## config.mk

```make
export PLATFORM = sky130hd
export DESIGN_NAME = isolated_device_translation_gate
export DESIGN_NICKNAME = d
export VERILOG_FILES = /design/src/verilog/ats_gate_pkg.sv /design/src/verilog/device_translation_cache.sv /design/src/verilog/isolated_device_translation_gate.sv
export VERILOG_INCLUDE_DIRS = /design/src /design/src/verilog
export SDC_FILE = /design/constraint.sdc
export NUM_CORES = 1
export LEC_CHECK = 0
export ABC_AREA = 1
export ABC_CLOCK_PERIOD_IN_PS = 3850
export BUFFER_PORTS_ARGS = -buffer_cell sky130_fd_sc_hd__clkbuf_2
export CORE_UTILIZATION = 45
export CTS_BUF_LIST = sky130_fd_sc_hd__clkbuf_4 sky130_fd_sc_hd__clkbuf_8
export CTS_CLUSTER_DIAMETER = 80
export CTS_CLUSTER_SIZE = 20
export DETAILED_ROUTE_END_ITERATION = 7
export GPL_ROUTABILITY_DRIVEN = 1
export PLACE_DENSITY = 0.64
export SLEW_MARGIN = 0
export SYNTH_ARGS = -nofsm -noshare
export SYNTH_HDL_FRONTEND = slang
export SYNTH_SLANG_ARGS = --single-unit
```

## constraint.sdc

```tcl
create_clock -name mclk_in -period 3.85 [get_ports mclk_in]
set_input_delay 0.5775 -clock mclk_in [delete_from_list [all_inputs] [get_ports mclk_in]]
set_output_delay 0.5775 -clock mclk_in [all_outputs]
set_load 0.02 [all_outputs]
```

## src/verilog/ats_gate_defs.svh

```systemverilog
// constants for the isolated device translation gate
`ifndef ATS_GATE_DEFS_SVH
`define ATS_GATE_DEFS_SVH

`define ADDR_W 32
`define DATA_W 32
`define PAGE_W 20
`define PAGE_OFS_W 12
`define CFG_ADDR_W 12
`define CACHE_ENTRIES 4
`define CACHE_IDX_W 2
`define OUTSTANDING_W 8

// translation-service extended capability in config space
`define CFG_ATS_HDR_OFS 12'h100
`define CFG_ATS_CAPCTL_OFS 12'h104
`define ATS_CAP_ID 16'h000f
`define ATS_CAP_VER 4'h1
`define ATS_NEXT_PTR 12'h000
// capability register fields
`define ATS_CAP_INVQ_DEPTH 5'h00
`define ATS_CAP_PAGE_ALIGNED 1'b1
// control register fields, in the upper half of the dword
`define ATS_CTL_EN_BIT 31
`define ATS_CTL_STU_LSB 16
`define ATS_CTL_STU_W 5
`define ATS_CTL_EN_RST 1'b0
`define ATS_CTL_STU_RST 5'h00

`endif

```

## src/verilog/ats_gate_pkg.sv

```systemverilog
// types shared by the translation gate and its cache
`default_nettype none
`include "ats_gate_defs.svh"
package ats_gate_pkg;

	typedef enum logic [1:0]
	{
		FAB_MEM_RD = 2'b00,
		FAB_MEM_WR = 2'b01,
		FAB_TRANS_REQ = 2'b10
	} fab_kind_type;

	typedef struct packed
	{
		logic bypass;
		logic write;
		logic [`ADDR_W-1:0] addr;
		logic [`DATA_W-1:0] wdata;
	} core_req_type;

	typedef struct packed
	{
		logic ok;
		logic [`DATA_W-1:0] rdata;
	} core_rsp_type;

	typedef struct packed
	{
		fab_kind_type kind;
		logic translated;
		logic [`ADDR_W-1:0] addr;
		logic [`DATA_W-1:0] wdata;
	} fab_req_type;

	typedef struct packed
	{
		logic ok;
		logic [`PAGE_W-1:0] hpa_page;
	} tcpl_type;

	typedef struct packed
	{
		logic ok;
		logic [`DATA_W-1:0] rdata;
	} rcpl_type;

	typedef struct packed
	{
		logic all;
		logic [`PAGE_W-1:0] page;
	} inv_type;

	typedef struct packed
	{
		logic write;
		logic [`CFG_ADDR_W-1:0] addr;
		logic [`DATA_W-1:0] wdata;
	} cfg_req_type;

endpackage
`default_nettype wire

```

## src/verilog/device_translation_cache.sv

```systemverilog
// fully associative page translation cache, private to the gate
`timescale 1ns/1ps
`default_nettype none
`include "ats_gate_defs.svh"
module device_translation_cache
	import ats_gate_pkg::*;
(
	input wire logic mclk_in,
	input wire logic resetn_in,
	input wire logic [`PAGE_W-1:0] lookup_page_in,
	output logic hit_out,
	output logic [`PAGE_W-1:0] hpa_page_out,
	input wire logic fill_in,
	input wire logic [`PAGE_W-1:0] fill_page_in,
	input wire logic [`PAGE_W-1:0] fill_hpa_in,
	input wire logic inv_in,
	input wire inv_type inv_cmd_in
);

	function automatic logic page_match(input logic v,
		input logic [`PAGE_W-1:0] a, input logic [`PAGE_W-1:0] b);
		page_match = v && (a == b);
	endfunction

	logic [`CACHE_ENTRIES-1:0] valid_q;
	logic [`CACHE_ENTRIES-1:0] valid_d;
	logic [`PAGE_W-1:0] tag_q [`CACHE_ENTRIES];
	logic [`PAGE_W-1:0] tag_d [`CACHE_ENTRIES];
	logic [`PAGE_W-1:0] hpa_q [`CACHE_ENTRIES];
	logic [`PAGE_W-1:0] hpa_d [`CACHE_ENTRIES];
	logic [`CACHE_IDX_W-1:0] victim_q;
	logic [`CACHE_IDX_W-1:0] victim_d;

	always_comb
	begin
		hit_out = 1'b0;
		hpa_page_out = '0;
		for (int i = 0; i < `CACHE_ENTRIES; i++)
		begin
			if (page_match(valid_q[i], tag_q[i], lookup_page_in))
			begin
				hit_out = 1'b1;
				hpa_page_out = hpa_q[i];
			end
		end
	end

	always_comb
	begin
		valid_d = valid_q;
		victim_d = victim_q;
		for (int i = 0; i < `CACHE_ENTRIES; i++)
		begin
			tag_d[i] = tag_q[i];
			hpa_d[i] = hpa_q[i];
			if (inv_in && (inv_cmd_in.all
				|| page_match(valid_q[i], tag_q[i], inv_cmd_in.page)))
			begin
				valid_d[i] = 1'b0;
			end
		end
		// round-robin victim; good enough for a few entries
		if (fill_in)
		begin
			valid_d[victim_q] = 1'b1;
			tag_d[victim_q] = fill_page_in;
			hpa_d[victim_q] = fill_hpa_in;
			victim_d = victim_q + 1'b1;
		end
	end

	always_ff @(posedge mclk_in or negedge resetn_in)
	begin
		if (!resetn_in)
		begin
			valid_q <= '0;
			victim_q <= '0;
			for (int i = 0; i < `CACHE_ENTRIES; i++)
			begin
				tag_q[i] <= '0;
				hpa_q[i] <= '0;
			end
		end
		else
		begin
			valid_q <= valid_d;
			victim_q <= victim_d;
			for (int i = 0; i < `CACHE_ENTRIES; i++)
			begin
				tag_q[i] <= tag_d[i];
				hpa_q[i] <= hpa_d[i];
			end
		end
	end

endmodule
`default_nettype wire

```

## src/verilog/isolated_device_translation_gate.sv

```systemverilog
// isolation partition between the device core and the root complex link
`timescale 1ns/1ps
`default_nettype none
`include "ats_gate_defs.svh"
// Function
// - Translated host addresses never reach any core-facing output.
// - All root-complex link ports belong to this partition only.
// - Core only submits requests; the partition alone drives the fabric.
// - Holds the translation cache; follows request, completion, invalidation flow.
// - Implements translation capability header, capability and control registers.
// - Bypass-marked core requests go out untranslated without cache lookup.
// - Core has no read or write path into translation or data cache.
// - Any translated-address-tagged data cache lives inside this partition.
// - Invalidate completion waits until stale fabric writes reach global observation.
// - Remap indication is registered but unused; bypass, disabled and failed-translation requests go out untranslated.
module isolated_device_translation_gate
	import ats_gate_pkg::*;
(
	input wire logic mclk_in,
	input wire logic resetn_in,
	input wire logic core_req_valid_in,
	input wire core_req_type core_req_in,
	output logic core_req_ready_out,
	output logic core_done_out,
	output core_rsp_type core_rsp_out,
	output logic fab_req_valid_out,
	output fab_req_type fab_req_out,
	input wire logic fab_req_ready_in,
	input wire logic fab_tcpl_valid_in,
	input wire tcpl_type fab_tcpl_in,
	input wire logic fab_rcpl_valid_in,
	input wire rcpl_type fab_rcpl_in,
	input wire logic fab_go_in,
	input wire logic fab_inv_valid_in,
	input wire inv_type fab_inv_in,
	output logic fab_inv_done_out,
	input wire logic remap_enabled_in,
	input wire logic cfg_valid_in,
	input wire cfg_req_type cfg_req_in,
	output logic cfg_rvalid_out,
	output logic [`DATA_W-1:0] cfg_rdata_out
);

	typedef enum logic [2:0]
	{
		ST_IDLE = 3'b000,
		ST_LOOKUP = 3'b001,
		ST_SEND = 3'b010,
		ST_TWAIT = 3'b011,
		ST_RWAIT = 3'b100
	} gate_state_type;

	////////////////////////////////////////////////////////////////////////
	gate_state_type state_q, state_d;
	core_req_type req_q, req_d;
	logic ready_q, ready_d;
	logic done_q, done_d;
	core_rsp_type rsp_q, rsp_d;
	logic fvalid_q, fvalid_d;
	fab_req_type freq_q, freq_d;
	logic [`OUTSTANDING_W-1:0] outst_q, outst_d;
	logic inv_pend_q, inv_pend_d;
	inv_type inv_q, inv_d;
	logic inv_done_q, inv_done_d;
	logic remap_q;
	logic cache_hit;
	logic [`PAGE_W-1:0] cache_hpa;
	logic cache_fill;
	logic cache_inv;
	logic inv_clear;
	logic fab_fire;
	logic ats_en_q, ats_en_d;
	logic [`ATS_CTL_STU_W-1:0] stu_q, stu_d;
	logic cfg_rvalid_q, cfg_rvalid_d;
	logic [`DATA_W-1:0] cfg_rdata_q, cfg_rdata_d;

	// no data cache; nothing tagged outside
	// cache ports reach only this module's logic
	device_translation_cache cache_u (
		.mclk_in(mclk_in),
		.resetn_in(resetn_in),
		.lookup_page_in(req_q.addr[`ADDR_W-1:`PAGE_OFS_W]),
		.hit_out(cache_hit),
		.hpa_page_out(cache_hpa),
		.fill_in(cache_fill),
		.fill_page_in(req_q.addr[`ADDR_W-1:`PAGE_OFS_W]),
		.fill_hpa_in(fab_tcpl_in.hpa_page),
		.inv_in(cache_inv),
		.inv_cmd_in(inv_q)
	);

	assign fab_fire = fvalid_q && fab_req_ready_in;

	////////////////////////////////////////////////////////////////////////
	// request sequencing
	always_comb
	begin
		state_d = state_q;
		req_d = req_q;
		done_d = 1'b0;
		rsp_d = rsp_q;
		fvalid_d = fvalid_q;
		freq_d = freq_q;
		cache_fill = 1'b0;
		cache_inv = 1'b0;
		inv_clear = 1'b0;
		inv_done_d = 1'b0;
		// count posted writes until observed globally
		outst_d = outst_q
			+ (`OUTSTANDING_W)'(fab_fire && freq_q.kind == FAB_MEM_WR)
			- (`OUTSTANDING_W)'(fab_go_in);
		unique case (state_q)
			ST_IDLE:
			begin
				// core only submits; fabric driven from here
				if (core_req_valid_in && ready_q)
				begin
					req_d = core_req_in;
					state_d = ST_LOOKUP;
				end
				else if (inv_pend_q && outst_q == '0)
				begin
					cache_inv = 1'b1;
					inv_clear = 1'b1;
					inv_done_d = 1'b1;
				end
			end
			ST_LOOKUP:
			begin
				freq_d.kind = req_q.write ? FAB_MEM_WR : FAB_MEM_RD;
				freq_d.wdata = req_q.wdata;
				freq_d.addr = req_q.addr;
				freq_d.translated = 1'b0;
				fvalid_d = 1'b1;
				state_d = ST_SEND;
				if (req_q.bypass || !ats_en_q)
				begin
					freq_d.translated = 1'b0;
				end
				// hit carries the host physical address
				else if (cache_hit)
				begin
					freq_d.translated = 1'b1;
					freq_d.addr = {cache_hpa,
						req_q.addr[`PAGE_OFS_W-1:0]};
				end
				else
				begin
					freq_d.kind = FAB_TRANS_REQ;
					freq_d.addr = {req_q.addr[`ADDR_W-1:`PAGE_OFS_W],
						`PAGE_OFS_W'(0)};
				end
			end
			ST_SEND:
			begin
				if (fab_fire)
				begin
					fvalid_d = 1'b0;
					unique case (freq_q.kind)
						FAB_TRANS_REQ:
						begin
							state_d = ST_TWAIT;
						end
						FAB_MEM_RD:
						begin
							state_d = ST_RWAIT;
						end
						default:
						begin
							// posted write ends for the core here
							done_d = 1'b1;
							rsp_d.ok = 1'b1;
							rsp_d.rdata = '0;
							state_d = ST_IDLE;
						end
					endcase
				end
			end
			ST_TWAIT:
			begin
				if (fab_tcpl_valid_in)
				begin
					freq_d.kind = req_q.write ? FAB_MEM_WR : FAB_MEM_RD;
					fvalid_d = 1'b1;
					state_d = ST_SEND;
					// fill on success, else fall back untranslated
					if (fab_tcpl_in.ok && ats_en_q)
					begin
						cache_fill = 1'b1;
						freq_d.translated = 1'b1;
						freq_d.addr = {fab_tcpl_in.hpa_page,
							req_q.addr[`PAGE_OFS_W-1:0]};
					end
					else
					begin
						freq_d.translated = 1'b0;
						freq_d.addr = req_q.addr;
					end
				end
			end
			ST_RWAIT:
			begin
				if (fab_rcpl_valid_in)
				begin
					// only data returns, never an address
					done_d = 1'b1;
					rsp_d.ok = fab_rcpl_in.ok;
					rsp_d.rdata = fab_rcpl_in.rdata;
					state_d = ST_IDLE;
				end
			end
			default:
			begin
				state_d = ST_IDLE;
			end
		endcase
		// a new invalidation in the clearing cycle is kept
		inv_pend_d = (inv_pend_q && !inv_clear) || fab_inv_valid_in;
		inv_d = inv_q;
		if (fab_inv_valid_in)
		begin
			inv_d = fab_inv_in;
			inv_d.all = fab_inv_in.all || (inv_pend_q && !inv_clear);
		end
		// hold the core off while an invalidation waits
		ready_d = (state_d == ST_IDLE) && !inv_pend_d;
	end

	always_ff @(posedge mclk_in or negedge resetn_in)
	begin
		if (!resetn_in)
		begin
			state_q <= ST_IDLE;
			req_q <= '0;
			ready_q <= 1'b0;
			done_q <= 1'b0;
			rsp_q <= '0;
			fvalid_q <= 1'b0;
			freq_q <= '0;
			outst_q <= '0;
			inv_pend_q <= 1'b0;
			inv_q <= '0;
			inv_done_q <= 1'b0;
			remap_q <= 1'b0;
		end
		else
		begin
			state_q <= state_d;
			req_q <= req_d;
			ready_q <= ready_d;
			done_q <= done_d;
			rsp_q <= rsp_d;
			fvalid_q <= fvalid_d;
			freq_q <= freq_d;
			outst_q <= outst_d;
			inv_pend_q <= inv_pend_d;
			inv_q <= inv_d;
			inv_done_q <= inv_done_d;
			// remap indication from the root complex
			remap_q <= remap_enabled_in;
		end
	end

	////////////////////////////////////////////////////////////////////////
	// translation capability configuration space
	always_comb
	begin
		ats_en_d = ats_en_q;
		stu_d = stu_q;
		cfg_rvalid_d = cfg_valid_in && !cfg_req_in.write;
		cfg_rdata_d = '0;
		if (cfg_valid_in && cfg_req_in.write
			&& cfg_req_in.addr == `CFG_ATS_CAPCTL_OFS)
		begin
			ats_en_d = cfg_req_in.wdata[`ATS_CTL_EN_BIT];
			stu_d = cfg_req_in.wdata[`ATS_CTL_STU_LSB +: `ATS_CTL_STU_W];
		end
		if (cfg_valid_in && !cfg_req_in.write)
		begin
			if (cfg_req_in.addr == `CFG_ATS_HDR_OFS)
			begin
				cfg_rdata_d = {`ATS_NEXT_PTR, `ATS_CAP_VER, `ATS_CAP_ID};
			end
			else if (cfg_req_in.addr == `CFG_ATS_CAPCTL_OFS)
			begin
				cfg_rdata_d[`ATS_CTL_EN_BIT] = ats_en_q;
				cfg_rdata_d[`ATS_CTL_STU_LSB +: `ATS_CTL_STU_W] = stu_q;
				cfg_rdata_d[5] = `ATS_CAP_PAGE_ALIGNED;
				cfg_rdata_d[4:0] = `ATS_CAP_INVQ_DEPTH;
			end
		end
	end

	always_ff @(posedge mclk_in or negedge resetn_in)
	begin
		if (!resetn_in)
		begin
			ats_en_q <= `ATS_CTL_EN_RST;
			stu_q <= `ATS_CTL_STU_RST;
			cfg_rvalid_q <= 1'b0;
			cfg_rdata_q <= '0;
		end
		else
		begin
			ats_en_q <= ats_en_d;
			stu_q <= stu_d;
			cfg_rvalid_q <= cfg_rvalid_d;
			cfg_rdata_q <= cfg_rdata_d;
		end
	end

	////////////////////////////////////////////////////////////////////////
	// link outputs come only from partition flops
	assign core_req_ready_out = ready_q;
	assign core_done_out = done_q;
	assign core_rsp_out = rsp_q;
	assign fab_req_valid_out = fvalid_q;
	assign fab_req_out = freq_q;
	assign fab_inv_done_out = inv_done_q;
	assign cfg_rvalid_out = cfg_rvalid_q;
	assign cfg_rdata_out = cfg_rdata_q;

endmodule
`default_nettype wire

```

==> results of run 1 <==
metal layers:
metal,up-vias,GRT usage [%],wire (µm)
met4,8,9.168,1862
met1,7167,34.77,22420
met2,574,39.72,23510
li1,7290,-,-
met5,-,0,51
met3,96,7.175,4802
cells in the mapped netlist (all sizes together):
cell     instances
nand2          646
dfrtp          384
o21ai          244
inv            183
nor2           179
a21oi           91
mux2            82
clkbuf          75
buf             50
nand3           35
a22o            32
xor2            31
xnor2           25
nand4           18
nor3            17
ha              15
nor4            10
or2             10
a21o             2
a31oi            2
nor3b            2
nor4b            2
o211ai           2
a2111oi          1
a211oi           1
a22oi            1
clkinv           1
conb             1
fa               1
nand2b           1
nand3b           1
o2111ai          1
o22a             1
o22ai            1
o32ai            1
or4              1
through the flow:
step / worst slack, ns / utilization, % / instances / power, W / hold WS [ns]
global route: 0.6087 / 51.75 / 2916 / 0.009438 / 0.07538
floorplan: 1.361 / - / 2170 / 0.006068 / 0.2819
detailed placement: 0.8793 / 50.46 / 2876 / 0.006855 / 0.4670
finish: 0.8673 / 51.76 / 2917 / 0.008968 / 0.1104
CTS: 0.8699 / 51.75 / 2915 / 0.009043 / 0.06337
global placement: 0.9013 / 50.46 / 2876 / 0.006789 / 0.4602
state kept, by name, indices dropped and copies added (netlist names), 2 cells and up:
register          count
inv_q                21
core_rsp_out         33
cfg_rdata_out         8
outst_q               8
cache_u.valid_q       4
state_q               3
stu_q                 5
cache_u.tag_q        80
cache_u.victim_q      2
req_q                66
cache_u.hpa_q        80
fab_req_out          67
cells in the final DEF (no fill, tap or decap), drive strengths merged, types with 3 or more instances in the layout:
master,count
nor2,179
buf,23
or2,10
clkbuf,312
inv,188
xnor2,25
dfrtp,384
nand4,18
nand2,646
ha,15
clkinv,3
a22o,32
a21oi,91
nor4,10
nand3,35
o21ai,244
xor2,31
conb,21
nor3,17
mux2,82
power by group through the flow:
stage	combinational, W	clock (W)	sequential (W)
finish	0.00195	0.00220	0.00482
global route	0.00219	0.00238	0.00487
floorplan	0.00116	0	0.00491
global placement	0.00190	0	0.00488
detailed placement	0.00196	0	0.00490
CTS	0.00197	0.00225	0.00482
cell families (layout without fill, tap and decap cells):
logic type	after synthesis	count (layout)	synth area share [%]
other cells	1	23	0.02040
mux	82	82	5.024
buf+inv	309	529	7.072
fa+ha+maj	16	16	1.130
xor+xnor	56	56	2.668
simple gates	922	922	20.42
flops	384	384	52.28
compound gates	380	380	11.39
worst paths after layout:
kind	end	startpoint	slack (ns)
min reg2reg	cfg_rdata_out[18]	stu_q[2]	0.47
min	cfg_rvalid_out	cfg_req_in[44]	0.11
max	fab_req_out[54]	req_q[45]	0.87
min in group asynchronous	cfg_rdata_out[20]	resetn_in	0.53
max in group asynchronous	fab_req_out[28]	resetn_in	2.46
max reg2reg	fab_req_out[54]	req_q[45]	0.87
final cells by class:
type                            instances  area [µm²]
Clock buffer                           29       380.4
Fill cell                            3847       19300
Timing Repair Buffer                  307        1669
Multi-Input combinational cell       1477        7570
Clock inverter                          9       125.1
Inverter                              184       690.7
Tap cell                              525       656.9
Sequential cell                       384        9609
Antenna cell                            2       5.005
repair_timing:
action / in CTS / in global routing
endpoints found under the hold margin: 76 / 0
hold buffers: 1 / 0
setup endpoints to repair: 0 / 0
gates resized for setup: 0 / 0
==> results.py, run 1 <==
metrics = {
    "worst_setup_path": {
        "cp.arrival_ns": 3.55,
        "crit_slowest_cell": "dfrtp_1",
        "path_buf_inv": 3,
        "cp-end-kind": "register",
        "crit_top_cell": "nand2_1",
        "critPathLaunchType": "register",
        "cp.depth": 16,
        "critPathTopFamily": "simple AND/OR/NAND/NOR gates",
        "crit_type": "register to register",
        "worstPathRequired_ns": 4.42,
        "r2r_cells": 16,
        "crit_fanout": 21,
        "crit_chain": "inv_2 > nand2_1 > nand2_1 > nor2_1 > nand2_1 > nor2_1 > nand3_2 > buf_4 > nand2_2 > nor2_8 > nor2_8 > inv_2 > nand2_1 > nand2_1 > nand2_1 > a21oi_1",
        "cp_slowest_stage_delay_ns": 0.58,
    },
    "timing": {
        "min_period_over_period_pct": 77.47,
        "min_period_ns": 2.983,
        "hold_viol": 0,
        "drv_slew": 0,
        "rsz0062_at_grt": "false",
        "setup_violations": 0,
        "fin_skew_ns": 0.03116,
        "worst_slew_pin_slew_ns": 1.107,
        "tns_ns": 0,
        "fmax_mhz": 335.3,
        "relSlewSlack_pct": 26.10,
    },
    "clock_tree": {
        "insertion_delay_ns": 0.65,
        "cts_buffers": 25,
        "htree_levels": 1,
        "cts_tree": "done",
        "cts_setup_buffers": 0,
        "clkTransAtPathRegs_ns": 0.12,
        "cts_buffer_depth": 3,
        "clock_sinks": 384,
        "cts-root-buf": "clkbuf_8",
    },
    "detailed_routing": {
        "first_iter_violations": 1092,
        "drt_wl_total_um": 52650,
        "viasPerCell": 5.189,
        "ant_nets": 0,
        "drc_errors": 0,
        "wl_per_cell_um": 18.05,
        "num_vias": 15140,
        "drt_pass1_iterations": 6,
    },
    "run": {
        "maxCapViolCount": 0,
    },
    "placement": {
        "gp_congestion": 0.9652,
        "postPlaceCellArea_um2": 20190,
        "dp_hpwl_um": 37240,
        "io_buffers": 284,
    },
    "synthesis": {
        "yosys.area.top_type": "dfrtp_1",
        "synth_top_area_share_pct": 52.28,
        "ys_ff_latch": 384,
        "synth_area_um2": 18380,
        "ys_warn_count": 0,
        "postSynthCellCount": 2150,
        "netlist_top_cells_area": "dfrtp_1 52%, nand2_1 13%, mux2_2 5.0%, o21ai_1 4.6%, nor2_1 3.6%",
        "synth_cell_types": 51,
        "synth_area_per_cell_um2": 8.549,
        "synth_seq_area_share_pct": 52.28,
    },
    "pwr": {
        "intPower_w": 0.005979,
        "p_leak_nw": 10.97,
        "switching_power_w": 0.002989,
        "vdd_drop_max_mv": 0.4250,
        "netSwitchingFraction_pct": 33.33,
        "pwr-share-clk_pct": 24.5,
        "power_frac_comb_pct": 21.8,
        "seq_power_share_pct": 53.8,
        "power.density_nw_per_um2": 433.1,
    },
    "floorplan": {
        "rows": 73,
        "die_area_um2": 41660,
        "io_pins": 333,
        "fp.dieH_um": 204.1,
        "core_area_um2": 40010,
        "start_util_pct": 45.95,
        "fp.dieW_um": 204.1,
    },
    "finish": {
        "nNetsFinal": 2591,
        "syn_to_final_growth_pct": 12.65,
        "final_layout_size_suffix_gt1_share_pct": 20.42,
        "finalInstanceArea_um2": 20710,
    },
    "grt": {
        "grt_pass1_wl_um": 83460,
        "overflow": 0,
        "grt_pass1_vias": 14930,
        "grt_start_max_net_pins": 83,
        "antenna_found_initial": 6,
        "track_usage_pct": 25.79,
    },
    "status": {
        "outcome": "finished, final reports clean",
    },
    "worst_hold_path": {
        "min-delay-path-class": "primary input to register",
        "hold_depth": 2,
    },
}
No activity file was read; power rests on OpenSTA's default activity.
==> run 2, diff against run 1 <==
Settings changed: ABC_CLOCK_PERIOD_IN_PS 3850 to 2900.
Clock period 3.85 ns to 2.9 ns, I/O delays scaled along.
==> run 2 against run 1 <==
Net effect: routed wire length grew 3.1%; sequential power grew 33%; register-to-register slack got worse by 0.58 ns; maximum frequency is 14% higher; hold slack lost 0.090 ns; final cell count is 3.6% higher; critical path depth decreased by 2; utilization is 2.5 points higher; clock power rose by 24%; largest cell class unchanged.
==> results.py, run 2 (synthesis gave the netlist of run 1 again) <==
metrics = {
    "worst_setup_path": {
        "crit_slowest_cell": "dfrtp_1",
        "path_buf_inv": 2,
        "rrSetupSlack_ns": 0.29,
        "crit_top_cell": "nand2_1",
        "rr_startpoint": "req_q[63]",
        "cp_slowest_stage_delay_ns": 0.57,
        "critPathLaunchType": "register",
        "reg2reg_to": "fab_req_out[52]",
        "worstPathRequired_ns": 3.47,
        "r2r_cells": 14,
        "crit_type": "register to register",
        "crit_chain": "inv_2 > nand2_1 > nand2_1 > nor2_1 > nand2_1 > nor2_1 > nand3_2 > nand2_4 > nor2_8 > nor2_8 > inv_2 > a21oi_2 > nand2_1 > a21oi_2",
        "cp.arrival_ns": 3.18,
        "cp-end-kind": "register",
        "critPathTopFamily": "simple AND/OR/NAND/NOR gates",
        "crit_fanout": 21,
    },
    "grt": {
        "track_usage_pct": 26.48,
        "grtUsageMet3_pct": 5.293,
        "overflow": 0,
        "grt_start_max_net_pins": 88,
        "antenna_found_initial": 3,
        "grt_pass1_vias": 15550,
        "grt.met2_usage_pct": 43.68,
        "top_usage_layer": "met2",
        "use_met1_pct": 35.75,
        "grt_pass1_wl_um": 86370,
    },
    "status": {
        "outcome": "finished, final reports clean",
    },
    "timing": {
        "hold_viol": 0,
        "fin_skew_ns": 0.02521,
        "drv_slew": 0,
        "rsz0062_at_grt": "false",
        "fmax_mhz": 383.0,
        "worst_slew_pin_slew_ns": 1.117,
        "tns_ns": 0,
        "min_period_ns": 2.611,
        "min_period_over_period_pct": 90.03,
        "setup_violations": 0,
        "whs_ns": 0.01997,
        "relSlewSlack_pct": 25.26,
    },
    "finish": {
        "fin_util_pct": 54.27,
        "final_common_cell": "nand2_1",
        "fillCellCount": 3734,
        "nNetsFinal": 2699,
        "syn_to_final_growth_pct": 18.11,
        "most-common-layout-cells": "639 x nand2_1, 384 x dfrtp_1, 283 x clkbuf_2",
        "diodes": 0,
        "final_layout_size_suffix_gt1_share_pct": 20.03,
        "final_cells": 3021,
    },
    "clock_tree": {
        "cts_tree": "done",
        "clkTransAtPathRegs_ns": 0.12,
        "cts_buffer_depth": 3,
        "insertion_delay_ns": 0.64,
        "htree_levels": 1,
        "cts-root-buf": "clkbuf_8",
        "cts_buffers": 25,
        "clock_sinks": 384,
    },
    "floorplan": {
        "die_area_um2": 41660,
        "rows": 73,
        "fp.dieW_um": 204.1,
        "core_area_um2": 40010,
        "start_util_pct": 45.95,
        "io_pins": 333,
        "fp.dieH_um": 204.1,
    },
    "pwr": {
        "p_leak_nw": 11.40,
        "power_frac_comb_pct": 23.1,
        "pwr-share-clk_pct": 23.0,
        "p_total_w": 0.01187,
        "vdd_drop_max_mv": 0.4713,
        "switching_power_w": 0.004002,
        "netSwitchingFraction_pct": 33.72,
        "seq_power_share_pct": 53.9,
        "intPower_w": 0.007868,
        "power.density_nw_per_um2": 546.8,
    },
    "worst_hold_path": {
        "holdPathEnd": "inv_q[5]",
        "min_from": "fab_inv_in[5]",
        "hold_depth": 3,
        "min-delay-path-class": "primary input to register",
    },
    "detailed_routing": {
        "ant_nets": 0,
        "drt_wl_total_um": 54260,
        "first_iter_violations": 1121,
        "viasPerCell": 5.146,
        "drt_pass1_iterations": 5,
        "drc_errors": 0,
        "num_vias": 15550,
        "wl_per_cell_um": 17.96,
    },
    "placement": {
        "dp_cells": 2890,
        "gp_congestion": 0.9215,
        "io_buffers": 284,
        "dp_hpwl_um": 38060,
    },
    "run": {
        "maxCapViolCount": 0,
    },
}
[run 2: timing repair]
action | in CTS | in global routing
setup buffers | 0 | 0
gates resized for setup | 0 | 0
hold buffers | 94 | 1
endpoints found under the hold margin | 166 | 1
[run 2: worst max-delay path by stage]
| stage | cells after the start | slack, ns | from | to |
|---|---|---|---|---|
| 6_report | 14 | 0.29 | req_q[63] | fab_req_out[52] |
| 5_1_grt | 13 | 0.05 | fab_req_valid_out | outst_q[6] |
| 4_1_cts | 13 | 0.27 | fab_req_valid_out | outst_q[6] |
| 3_5_place_dp | 14 | 0.16 | fab_req_ready_in | outst_q[6] |
| 3_3_place_gp | 14 | 0.21 | fab_req_ready_in | outst_q[6] |
| 2_1_floorplan | 13 | 0.48 | fab_req_valid_out | outst_q[6] |
[run 2: stage by stage]
| stage | instance area, µm² | setup WS, ns |
|---|---|---|
| 5_1_grt | 21710 | 0.04974 |
| 2_1_floorplan | 18460 | 0.4824 |
| 4_1_cts | 21700 | 0.2712 |
| 3_3_place_gp | 20300 | 0.2125 |
| 6_report | 21710 | 0.2893 |
| 3_5_place_dp | 20300 | 0.1571 |
[run 2: worst min-delay path: stages]
cell      delay [ns]
clkbuf_2        0.08
nand2_1         0.04
o21ai_0         0.07
[run 2: area by class of cell]
| class | instances | area [µm²] | area share [%] |
|---|---|---|---|
| Clock buffer | 28 | 385.4 | 1.775 |
| Clock inverter | 8 | 70.07 | 0.3227 |
| Inverter | 184 | 690.7 | 3.181 |
| Multi-Input combinational cell | 1477 | 7570 | 34.87 |
| Sequential cell | 384 | 9609 | 44.26 |
| Tap cell | 525 | 656.9 | 3.026 |
| Timing Repair Buffer | 415 | 2728 | 12.56 |
[run 2: power by group through the flow]
| stage | Clock [W] | Combinational [W] | Sequential, W |
|---|---|---|---|
| 2_1_floorplan | 0 | 0.00153 | 0.00652 |
| 3_3_place_gp | 0 | 0.00257 | 0.00648 |
| 3_5_place_dp | 0 | 0.00263 | 0.00650 |
| 4_1_cts | 0.00281 | 0.00274 | 0.00640 |
| 5_1_grt | 0.00299 | 0.00304 | 0.00646 |
| 6_report | 0.00273 | 0.00274 | 0.00640 |
[run 2: routing by layer]
layer,up-vias,wire length (µm)
li1,7507,-
met3,80,4372
met5,-,36
met2,544,25290
met1,7408,23250
met4,6,1317
